<file path="src/shared/mds_pkg.sv">
// Shared constants for the motor driver serial port: frame layout,
// byte tags, chain limits and link timing.
// Assumes both ends run on a 250 MHz system clock.
`default_nettype none
package mds_pkg;
  // System clock period
  localparam int CLK_NS = 4;
  // Bits in one single-device frame and in one byte
  localparam int FRAME_BITS = 16;
  localparam int BYTE_BITS = 8;
  // Top two bits that tag status and header bytes
  localparam logic [1:0] STATUS_TAG = 2'h3;
  localparam logic [1:0] HDR_TAG = 2'h2;
  // Field positions inside a command (address) byte
  localparam int CMD_ZERO_POS = 7;
  localparam int RW_POS = 6;
  localparam int ADDR_MSB = 5;
  localparam int ADDR_LSB = 1;
  // Clear-all position inside the control header
  localparam int CLR_POS = 5;
  // Widths of chain length, register address and fault set
  localparam int CHAIN_W = 6;
  localparam int ADDR_W = 5;
  localparam int FAULT_W = 6;
  // Falling-edge counter width, holds 64 devices of 16 bits
  localparam int FALL_W = 11;
  // Integrity pattern put in the low bits of the control header
  localparam logic [4:0] CHECK_PATTERN = 5'h15;
  // Serial clock half period and idle gap between frames
  localparam int SCLK_HALF_NS = 80;
  localparam int GAP_NS = 500;
  localparam int HALF_CYC = (SCLK_HALF_NS + CLK_NS - 1) / CLK_NS;
  localparam int GAP_CYC = (GAP_NS + CLK_NS - 1) / CLK_NS;
  // Width of the host timing counter
  localparam int TMR_W = 7;
endpackage : mds_pkg
`default_nettype wire

</file>
<file path="src/shared/mds_link_if.sv">
// Four-wire serial link between one host and one device.
// The serial output is resolved here; an idle line reads high.
`default_nettype none
interface mds_link_if;
  // Host driven lines
  logic frame_select_n;
  logic sclk;
  logic sdi;
  // Device driven line and its enable
  logic sdo;
  logic sdo_oe;
  // Resolved serial output as the host sees it
  logic sdo_line;
  assign sdo_line = sdo_oe ? sdo : 1'b1;
  // Device end
  modport device (
    input frame_select_n,
    input sclk,
    input sdi,
    output sdo,
    output sdo_oe
  );
  // Host end
  modport host (
    output frame_select_n,
    output sclk,
    output sdi,
    input sdo_line
  );
endinterface : mds_link_if
`default_nettype wire

</file>
<file path="src/logic/mds_dev_end.sv">
// Device end of the serial port: frame decode, status and report output,
// chain pass-through, write and clear-all strobes toward a register file.
// Assumes a register file that answers reg_addr combinationally.
`default_nettype none
// Notes on behaviour
// Input word: zero, rw, address, ignored, data
// Output word: status byte then report byte
// Status byte: 11 then six fault flags
// Write returns register value before the write
// Read returns contents, register unchanged
// Host keeps clock low at select edges
// Host waits 500 ns between frames
// Deselected: ignore inputs, output released
// Sample on falling, change on rising
// Most significant bit first both ways
// Wrong clock count: frame error, word dropped
// Parallel devices: own select each
// Host sends headers, addresses, then data
// Chain returns statuses, headers, then reports
// First header holds six-bit device count
// Host starts header bytes with 10
// Control header low bits pass unchanged
// Clear-all clears faults at select rise
// Position from status bytes before header
// Take own bytes, pass others through
// Chain address and data bytes as single
// Sleep low disables the port
// Fault flags sampled at select fall
module mds_dev_end
  import mds_pkg::*;
(
  input wire logic sys_clk,
  input wire logic rst_b,
  mds_link_if.device bus,
  input wire logic sleep_request_n,
  input wire logic temp_warning_flag,
  input wire logic supply_low_flag,
  input wire logic pump_low_flag,
  input wire logic overcurrent_flag,
  input wire logic thermal_shutdown_flag,
  input wire logic open_load_flag,
  output logic [ADDR_W-1:0] reg_addr,
  input wire logic [7:0] reg_rdata,
  output logic reg_wr,
  output logic [7:0] reg_wdata,
  output logic fault_clear,
  output logic frame_error,
  output logic [CHAIN_W-1:0] chain_position,
  output logic [CHAIN_W-1:0] chain_length
);
  // Port states, Gray coded
  typedef enum logic [1:0] {
    DS_IDLE = 2'h0,
    DS_ACTIVE = 2'h1,
    DS_SKIP = 2'h3
  } mds_dev_st_t;

  // Whole state of the device end
  typedef struct packed {
    logic [3:0] s1;                 // First sync stage {sleep, sdi, sclk, cs}
    logic [3:0] s2;                 // Second sync stage
    logic sclk_prev;                // Clock level one cycle ago
    mds_dev_st_t st;                // Port state
    logic [FALL_W-1:0] falls;       // Falling edges in this frame
    logic [7:0] in_sh;              // Incoming bits
    logic [7:0] in_last;            // Last whole byte received
    logic [7:0] out_sh;             // Outgoing byte, MSB on the line
    logic [7:0] status;             // Status byte frozen for the frame
    logic chain;                    // Frame is a chain frame
    logic chain_count_header;                     // Count header seen
    logic chain_control_header;                     // Control header seen
    logic bad;                      // Chain byte out of place
    logic [CHAIN_W-1:0] pos;        // Status bytes before the header
    logic [CHAIN_W-1:0] len;        // Devices in the chain
    logic clr;                      // Clear-all requested
    logic [7:0] cmd;                // Own command byte
    logic [7:0] data;               // Own data byte
    logic wr;                       // Write strobe
    logic fclr;                     // Fault clear strobe
    logic ferr;                     // Frame error strobe
  } mds_dev_reg_t;

  mds_dev_reg_t q, d;
  logic rise;          // Serial clock rising edge seen
  logic fall;          // Serial clock falling edge seen
  logic [7:0] nb;      // Byte formed by the current falling edge
  logic [7:0] idx;     // Whole bytes so far
  logic [7:0] nxt;     // Byte to start on a byte boundary
  logic chain_now;     // Chain decision including the current byte
  logic ok;            // Frame good at its end

  // Next-state logic
  always_comb
  begin
    d = q;
    d.wr = 1'b0;
    d.fclr = 1'b0;
    d.ferr = 1'b0;
    d.s1 = {sleep_request_n, bus.sdi, bus.sclk, bus.frame_select_n};
    d.s2 = q.s1;
    d.sclk_prev = q.s2[1];
    rise = q.s2[1] & ~q.sclk_prev;
    fall = ~q.s2[1] & q.sclk_prev;
    nb = {q.in_sh[6:0], q.s2[2]};
    idx = q.falls[FALL_W-1:3];
    chain_now = (idx == 8'h00) ? nb[7] : q.chain;
    // Choose the byte that starts at this boundary
    if (idx == 8'h00)
    begin
      nxt = q.status;
    end
    else if (!q.chain)
    begin
      nxt = (idx == 8'h01) ? reg_rdata : 8'h00;
    end
    else if (q.chain_control_header && idx == {2'h0, q.len} + 8'h02)
    begin
      nxt = reg_rdata;
    end
    else
    begin
      nxt = q.in_last;
    end
    // Frame check at the end of select
    if (!q.chain)
    begin
      ok = q.falls == FALL_W'(FRAME_BITS) && !q.cmd[CMD_ZERO_POS];
    end
    else
    begin
      ok = q.chain_control_header && !q.bad && q.len != '0 && q.pos < q.len
        && !q.cmd[CMD_ZERO_POS]
        && q.falls == FALL_W'({q.len, 4'h0}) + FALL_W'(FRAME_BITS);
    end
    unique case (q.st)
      DS_IDLE:
      begin
        // Start of frame, or ignore it while asleep
        if (!q.s2[0])
        begin
          if (q.s2[3])
          begin
            d.st = DS_ACTIVE;
            d.falls = '0;
            d.out_sh = 8'h00;
            d.chain = 1'b0;
            d.chain_count_header = 1'b0;
            d.chain_control_header = 1'b0;
            d.bad = 1'b0;
            d.pos = '0;
            d.len = '0;
            d.clr = 1'b0;
            d.cmd = 8'h00;
            d.status = {STATUS_TAG, temp_warning_flag, supply_low_flag,
              pump_low_flag, overcurrent_flag, thermal_shutdown_flag,
              open_load_flag};
          end
          else
          begin
            d.st = DS_SKIP;
          end
        end
      end
      DS_SKIP:
      begin
        // Wait for deselect before watching again
        if (q.s2[0])
        begin
          d.st = DS_IDLE;
        end
      end
      DS_ACTIVE:
      begin
        if (!q.s2[3])
        begin
          d.st = DS_SKIP;
        end
        else if (q.s2[0])
        begin
          // End of frame: commit or report an error
          d.st = DS_IDLE;
          if (ok)
          begin
            d.wr = !q.cmd[RW_POS];
            d.fclr = q.chain && q.clr;
          end
          else
          begin
            d.ferr = 1'b1;
          end
        end
        else
        begin
          // Drive on the rising edge
          if (rise)
          begin
            if (q.falls[2:0] == 3'h0)
            begin
              d.out_sh = nxt;
            end
            else
            begin
              d.out_sh = {q.out_sh[6:0], 1'b0};
            end
          end
          // Sample on the falling edge
          if (fall)
          begin
            d.in_sh = nb;
            if (!(&q.falls))
            begin
              d.falls = q.falls + FALL_W'(1);
            end
            if (q.falls[2:0] == 3'h7)
            begin
              d.in_last = nb;
              d.chain = chain_now;
              if (!chain_now)
              begin
                // Single frame: command byte then data byte
                if (idx == 8'h00)
                begin
                  d.cmd = nb;
                end
                if (idx == 8'h01)
                begin
                  d.data = nb;
                end
              end
              else if (!q.chain_count_header)
              begin
                // Count status bytes until the count header
                if (nb[7:6] == STATUS_TAG)
                begin
                  d.bad = q.bad | (&q.pos);
                  d.pos = q.pos + CHAIN_W'(1);
                end
                else if (nb[7:6] == HDR_TAG)
                begin
                  d.chain_count_header = 1'b1;
                  d.len = nb[CHAIN_W-1:0];
                end
                else
                begin
                  d.bad = 1'b1;
                end
              end
              else if (!q.chain_control_header)
              begin
                // Control header
                d.chain_control_header = 1'b1;
                d.clr = nb[CLR_POS];
                d.bad = q.bad | (nb[7:6] != HDR_TAG);
              end
              else
              begin
                // Own address and data bytes
                if (idx == {2'h0, q.len} + 8'h01)
                begin
                  d.cmd = nb;
                end
                if (idx == {1'b0, q.len, 1'b1})
                begin
                  d.data = nb;
                end
              end
            end
          end
        end
      end
      default:
      begin
        d.st = DS_SKIP;
      end
    endcase
  end

  // State register
  always_ff @(posedge sys_clk or negedge rst_b)
  begin
    if (!rst_b)
    begin
      q <= '0;
    end
    else
    begin
      q <= d;
    end
  end

  // Outputs
  assign bus.sdo = q.out_sh[7];
  assign bus.sdo_oe = (q.st == DS_ACTIVE);
  assign reg_addr = q.cmd[ADDR_MSB:ADDR_LSB];
  assign reg_wr = q.wr;
  assign reg_wdata = q.data;
  assign fault_clear = q.fclr;
  assign frame_error = q.ferr;
  assign chain_position = q.pos;
  assign chain_length = q.len;
endmodule : mds_dev_end
`default_nettype wire

</file>
<file path="src/flat_wrapper.sv">
// flat-port wrapper written by rule: the top's interface ports become plain ports
module mds_dev_end_flat import mds_pkg::*;
  (sys_clk, rst_b, sleep_request_n, temp_warning_flag, supply_low_flag, pump_low_flag, overcurrent_flag, thermal_shutdown_flag, open_load_flag, reg_addr, reg_rdata, reg_wr, reg_wdata, fault_clear, frame_error, chain_position, chain_length, bus_frame_select_n, bus_sclk, bus_sdi, bus_sdo, bus_sdo_oe);
  mds_link_if bus_i ();
  input wire logic sys_clk;
  input wire logic rst_b;
  input wire logic sleep_request_n;
  input wire logic temp_warning_flag;
  input wire logic supply_low_flag;
  input wire logic pump_low_flag;
  input wire logic overcurrent_flag;
  input wire logic thermal_shutdown_flag;
  input wire logic open_load_flag;
  output logic [ADDR_W-1:0] reg_addr;
  input wire logic [7:0] reg_rdata;
  output logic reg_wr;
  output logic [7:0] reg_wdata;
  output logic fault_clear;
  output logic frame_error;
  output logic [CHAIN_W-1:0] chain_position;
  output logic [CHAIN_W-1:0] chain_length;
  input wire logic [$bits(bus_i.frame_select_n)-1:0] bus_frame_select_n;
  input wire logic [$bits(bus_i.sclk)-1:0] bus_sclk;
  input wire logic [$bits(bus_i.sdi)-1:0] bus_sdi;
  output wire logic [$bits(bus_i.sdo)-1:0] bus_sdo;
  output wire logic [$bits(bus_i.sdo_oe)-1:0] bus_sdo_oe;
  assign bus_i.frame_select_n = bus_frame_select_n;
  assign bus_i.sclk = bus_sclk;
  assign bus_i.sdi = bus_sdi;
  assign bus_sdo = bus_i.sdo;
  assign bus_sdo_oe = bus_i.sdo_oe;
  mds_dev_end u_core (.sys_clk(sys_clk), .rst_b(rst_b), .bus(bus_i), .sleep_request_n(sleep_request_n), .temp_warning_flag(temp_warning_flag), .supply_low_flag(supply_low_flag), .pump_low_flag(pump_low_flag), .overcurrent_flag(overcurrent_flag), .thermal_shutdown_flag(thermal_shutdown_flag), .open_load_flag(open_load_flag), .reg_addr(reg_addr), .reg_rdata(reg_rdata), .reg_wr(reg_wr), .reg_wdata(reg_wdata), .fault_clear(fault_clear), .frame_error(frame_error), .chain_position(chain_position), .chain_length(chain_length));
endmodule
</file>
<file path="config.mk">
export PLATFORM = sky130hd
export DESIGN_NAME = mds_dev_end_flat
export DESIGN_NICKNAME = d
export VERILOG_FILES = /design/src/shared/mds_pkg.sv /design/src/shared/mds_link_if.sv /design/src/logic/mds_dev_end.sv /design/src/flat_wrapper.sv
export SDC_FILE = /design/constraint.sdc
export NUM_CORES = 1
export LEC_CHECK = 0
export ABC_CLOCK_PERIOD_IN_PS = 3650
export BUFFER_PORTS_ARGS = -buffer_cell sky130_fd_sc_hd__clkbuf_2
export CAP_MARGIN = 20
export CORE_MARGIN = 3
export CORE_UTILIZATION = 31
export CTS_BUF_LIST = sky130_fd_sc_hd__clkbuf_4 sky130_fd_sc_hd__clkbuf_8 sky130_fd_sc_hd__clkbuf_16
export DETAILED_ROUTE_END_ITERATION = 12
export HOLD_SLACK_MARGIN = 0.05
export PLACE_DENSITY = 0.58
export SLEW_MARGIN = 40
export SYNTH_ARGS = -nofsm -noshare
export SYNTH_HDL_FRONTEND = slang
export SYNTH_SLANG_ARGS = --single-unit
</file>
<file path="constraint.sdc">
create_clock -name sys_clk -period 3.65 [get_ports sys_clk]
set_clock_uncertainty 0.15 [all_clocks]
set_input_delay 0.365 -clock sys_clk [delete_from_list [all_inputs] [get_ports sys_clk]]
set_output_delay 0.365 -clock sys_clk [all_outputs]
set_load 0.05 [all_outputs]
</file>
Yosys cells after proc, flatten, opt, wreduce, memory -nomap -nowiden
Cells that the tools add are included.

Word-level logic and storage cells: 156. Register bits: 89. Input bits: 20.

Reductions and logical operators: 33. $add $sub $neg: 5. Bitwise logic cells: 7. Multiplexer cells: 53. Equality and inequality tests: 36. Magnitude comparators: 1.

Operators by type and width (count): $mux W33 (3); $mux W8 (11); $mux W41 (2); $mux W35 (2); $pmux W25 S2 (1); $mux W16 (3); $mux W36 (1); $reduce_and A11 Y1 (3); $reduce_and A10 Y1 (3); $mux W27 (1); $mux W11 (2); $ne A2 B1 Y1 const B (11); $pmux W11 S2 (1); $mux W6 (3); $reduce_and A9 Y1 (2); $mux W17 (1); $eq A8 B8 Y1 (2); $ne A2 B2 Y1 const B (8); $pmux W8 S2 (1); $reduce_and A7 Y1 (2); $mux W13 (1); $mux W1 (12); $mux W12 (1); $reduce_and A6 Y1 (2); other kinds (34) (56).

Logic depth before layout (Yosys ltp)
Depth in word-level cells: 11. Depth in mapped cells: 10. Mapped depth without buffers: 8.

Worst setup path after synthesis
Ideal clock, no wire load.

Path type: reg2reg. Start: reg u_core.q, in the netlist u_core.chain_length[1]. End: reg u_core.q[17] (netlist bit). Cell stages (with the launch flop): 9. Period minus slack after synthesis: 2592 ps. Data arrival time: 2318 ps. Setup slack: 1058 ps. Path through: dfrtp_1 > ha_1 > clkbuf_1 > nand4_1 > xor2_1 > o32a_2 > a211oi_1 > a31oi_2 > mux2_2.

Longest elaborated chain between the ends: 4.

Ends and longest elaborated chain: from (decl) (RTL line mds_dev_end.sv:83) `mds_dev_reg_t q, d;`; from (signal assigned) (RTL line mds_dev_end.sv:283) `q <= '0;`; from (signal assigned) (RTL line mds_dev_end.sv:287) `q <= d;`; $add A6 B1 Y7 (RTL line mds_dev_end.sv:258) `if (idx == {2'h0, q.len} + 8'h01)`; $eq A8 B8 Y1 (RTL line mds_dev_end.sv:258); $ne A3 B3 Y1 (no source line); $reduce_and A11 Y1 (no source line).

No other way between the ends. A chain may end at the register's enable or synchronous reset.

Final worst setup path
Start: reg u_core.q[80] (netlist bit). End: reg u_core.q, in the netlist u_core.reg_wdata[2].

Longest elaborated chain between the ends: 2.

Ends and longest elaborated chain: $eq A2 B1 Y1 (RTL line mds_dev_end.sv:135) `unique case (q.st)`; $reduce_and A9 Y1 (no source line).

No other way between the ends.

==> results.md <==
- For the worst setup path, the data required time is 3.72 ns.
- The setup-violating endpoint count in the final report is 0.
- After the last flow step, the layout net total stands at 571.
- The smallest clock period supported by the final layout is computed as 3.08 ns.
- CTS saw 87 sinks.
- The iteration count of the initial detailed-routing pass is 5.
- The number of failing hold endpoints at the final stage is 0.
- The synthesis-to-layout area growth is 11.9%.
- Once routing completed, OpenROAD measured the worst setup slack at 0.575 ns.
- In this run the power density over the cells is 423 nW/um^2.
- met2 is the most crowded layer.
- The maximum level of the CTS H-tree is 3.
- The placed wire-length estimate is 9350 um.
- For this run, the register share of the synthesized area comes to 0.437.
- The most common library cell in the layout ignoring fill and taps is sky130_fd_sc_hd__dfrtp_1.
- The placeable core area is 15,500 um^2.
- Measured against its own limit, the worst slew margin works out to 0.547.
- The min-delay analysis places its worst path in the category in2reg.
- The number of non-filler instances in the completed layout is 755.
- The floorplan has 45 rows.
- The pre-CTS setup slack is 0.641 ns.
- At the pin with the least slew margin, the transition time is 0.670 ns.
- Counting tap cells, the placed design contains a total of 734 instances.
- The endpoint arrival time on the critical path is 3.15 ns.
- The number of warning messages in the yosys log is 0.
- During I/O placement, the number of pins put on the boundary was 50.
- In the layout the commonest cells are sky130_fd_sc_hd__dfrtp_1, sky130_fd_sc_hd__nand2_1, sky130_fd_sc_hd__clkbuf_2, sky130_fd_sc_hd__nor2_1.
- Across all register-to-register paths, the minimum setup slack is 0.57 ns.
- Setup repair after global routing left no endpoint under its margin.
- The met1 capacity usage during global routing is 0.208.
- The number of global-route vias before repair came to 3,884.
- The part of the cycle the worst path needs is 0.843.
- The global-route congestion overflow total is 0.
- The x dimension of the die is 133 um.
- Walking the worst path, the cells encountered are nand2b_1, inv_1, nand3_1, nor2_1, and3_1, mux2_4.
- For this run, global-route usage on met2 was measured as 0.229.
- The largest fanout on the critical path is 12.
- The post-CTS resize count is 0.
- The wire length per cell is 17.0 um.
- The most used flip-flop cell after synthesis is sky130_fd_sc_hd__dfrtp_1.
- The worst setup path is of the reg2reg kind.
- On the critical path the largest part of the delay comes from simple AND/OR/NAND/NOR gates.
- Routability-driven placement finished with a final weighted congestion of 0.916.
- The worst hold path begins at supply_low_flag.
- The total routing resource utilization after global routing is 0.147.
- The die is 133 um tall.
- Counting flops and latches in the post-synthesis netlist gives 87.
- The TritonCTS clock tree is built.
- In this run the static leakage power is 0.00259 uW.
- The flow ran to the end, and the final reports show no timing, DRC or antenna violations.
- For this run, the slowest stage of the critical path takes 0.59 ns.
- Across the VDD grid, the largest voltage drop is 0.234 mV.
- The number of buffers and inverters on the critical path is 1.
- The average vias per placed instance is 5.20.
- The kind of end point of the critical path is a flop.
- In the final layout, the share of cells above drive strength 1 is 0.186.
- The synthesized design spends more area on one cell type than any other, namely sky130_fd_sc_hd__dfrtp_1.
- The maximum operating frequency is 325 MHz.
- The number of antenna violations at the first check in global routing came to 0.
- The average footprint of a synthesized cell is 9.54 um^2.
- The number of max-slew violations in the final report is 0.
- The count of vias placed by the detailed router is 3,928.
- In this run the critical register-to-register path is launched from u_core.q[80]$_DFFE_PN0N_.
- Of the post-synthesis cell area, the dominant cell type holds 0.437.
- The clock-pin transition on the worst setup and hold timing paths is 0.07 ns.
- For this block, the initial DRC count from the detailed router was 379.
- The launch point of the worst path is u_core.q[80]$_DFFE_PN0N_.
- For met3 alone, demand over resource in global routing was 0.0209.
- The clock latency on the worst-skew pair is 0.34 ns.
- The count of max-cap constraint violations is 0.
- The net count after synthesis is 554.
- The count of flip-flops with a built-in enable after synthesis is 0.
- The repair_antennas step left the layout with diodes totalling 0.
- In this run the power spent charging and discharging nets is 635 uW.
- The layout has 1,550 filler cells.
- The gate count of the mapped netlist is 522.
- In the post-synthesis netlist, the biggest area contributors are sky130_fd_sc_hd__dfrtp_1, sky130_fd_sc_hd__buf_4, sky130_fd_sc_hd__nand2_1, sky130_fd_sc_hd__ha_1, sky130_fd_sc_hd__mux2i_1.
- The combinational share of power is 0.123.
- The worst-path cell with the longest stage delay is sky130_fd_sc_hd__and3_1.
- The area enclosed by the die boundary is 17,600 um^2.
- The netlist area before placement is 4980 um^2.
- The standard cell area after detailed placement is 5210 um^2.
- The number of buffers inserted during clock tree synthesis is 9.
- Of all flip-flops after synthesis, the portion carrying an async set or reset was 1.00.
- The final layout contains routed wiring with a total length of 12,800 um.
- The global-route wire length before repair is 20,900 um.
- After detailed routing, the number of remaining DRC violations is 0.
- The root buffer cell chosen for the clock tree is sky130_fd_sc_hd__clkbuf_16.
- Of the total power, the share spent switching nets is 0.269.
- Yosys mapped the design onto 56 distinct sky130hd cell types.
- In this run the remaining antenna-violating nets after routing total 0.
- The internal power of the cells totals 1720 uW.
- Summed over all failing endpoints, the final setup total negative slack is 0 ns.
- The share of total power dissipated in sequential elements is 0.468.
- No sink is reached through more buffers than the 2 on the longest clock path.
- During placement, the flow inserted port buffers numbering 49.
- The worst setup path is launched from a flop.
- The proportion of power drawn by the clock network is 0.409.
- The largest net degree at the start of global routing is 88.
- The finished layout cell area is 5570 um^2.
- The initial standard-cell utilization of the core is 0.322.
==> area by class of cell <==
cell class	instances	area (um^2)	share of cell area
Multi-Input combinational cell	357	2380	0.427
Sequential cell	87	2180	0.391
Timing Repair Buffer	60	349	0.0626
Tap cell	211	264	0.0474
Clock buffer	10	239	0.0429
Inverter	24	90.1	0.0162
Clock inverter	6	72.6	0.0130
==> routing by layer <==
layer	vias to the layer above	share of wire
met2	107	0.47
met1	1952	0.47
met4	0	0.021
met5	-	0
met3	26	0.039
li1	1843	-
==> synth_stat cells (all sizes together), types with 8 or more instances <==
cell type / instances
inv: 24
a31oi: 8
mux2i: 14
mux2: 20
o21ai: 23
nor3: 15
xnor2: 16
nor2: 37
xor2: 15
nand2: 51
a22oi: 8
nand3: 20
dfrtp: 87
o221ai: 8
nor2b: 11
clkbuf: 14
a21oi: 25
ha: 12
and2: 8
nand4: 10
buf: 40
==> state kept, by name, indices dropped and copies added (netlist names) <==
| name | count |
|---|---|
| u_core.bus.sdo | 1 |
| u_core.idx | 8 |
| u_core.nb | 8 |
| u_core.reg_addr | 5 |
| u_core.frame_error | 1 |
| u_core.chain_length | 6 |
| u_core.fault_clear | 1 |
| u_core.reg_wr | 1 |
| u_core.reg_wdata | 8 |
| u_core.chain_position | 6 |
| u_core.d | 5 |
| u_core.q | 37 |
==> repair_timing <==
item                      in CTS  in global routing
hold buffers                   5                  0
hold endpoints to repair      91                  0
buffers inserted               0                  0
==> power by group through the flow <==
stage	clock, uW	combinational, uW	sequential, uW
floorplan	0	186	1120
global placement	0	280	1120
detailed placement	0	287	1120
CTS	981	294	1100
global route	1020	325	1120
finish	964	290	1100
==> worst register-to-register path: stages (launching register included) <==
cell and delay (ns):
sky130_fd_sc_hd__dfrtp_1 0.42, sky130_fd_sc_hd__nand2b_1 0.30, sky130_fd_sc_hd__inv_1 0.39, sky130_fd_sc_hd__nand3_1 0.33, sky130_fd_sc_hd__nor2_1 0.43, sky130_fd_sc_hd__and3_1 0.59
sky130_fd_sc_hd__mux2_4 0.35
==> stage by stage <==
step	total power, uW	hold WS (ns)	util
4_1_cts	2380	0.106	0.360
2_1_floorplan	1310	-0.0806	-
3_5_place_dp	1410	0.186	0.336
6_report	2360	0.109	0.360
5_1_grt	2460	0.112	0.360
3_3_place_gp	1400	0.184	0.336
==> final timing paths <==
check                                             endpoint  depth (start not counted)
setup / recovery           u_core.reg_wdata[2]$_DFFE_PN0P_                          6
hold reg to reg                     u_core.nb[0]$_DFF_PN0_                          0
setup reg to reg           u_core.reg_wdata[2]$_DFFE_PN0P_                          6
hold / removal                    u_core.q[40]$_DFFE_PN0P_                          2
max in group asynchronous        u_core.idx[4]$_DFFE_PN0P_                          2
min in group asynchronous  u_core.reg_wdata[4]$_DFFE_PN0P_                          2
==> cell families (layout without fill, tap and decap cells) <==
logic type,count (synthesis),after routing,synth area share
and+or+nand+nor,178,178,0.177
DFF,87,87,0.437
xor gates and xnor gates,31,31,0.0545
adders and majority gates,12,12,0.0301
muxes,34,34,0.0794
AOI/OAI and AO/OA,102,102,0.135
buffers and inverters,78,100,0.0867
No activity file was read; power rests on OpenSTA's default activity.
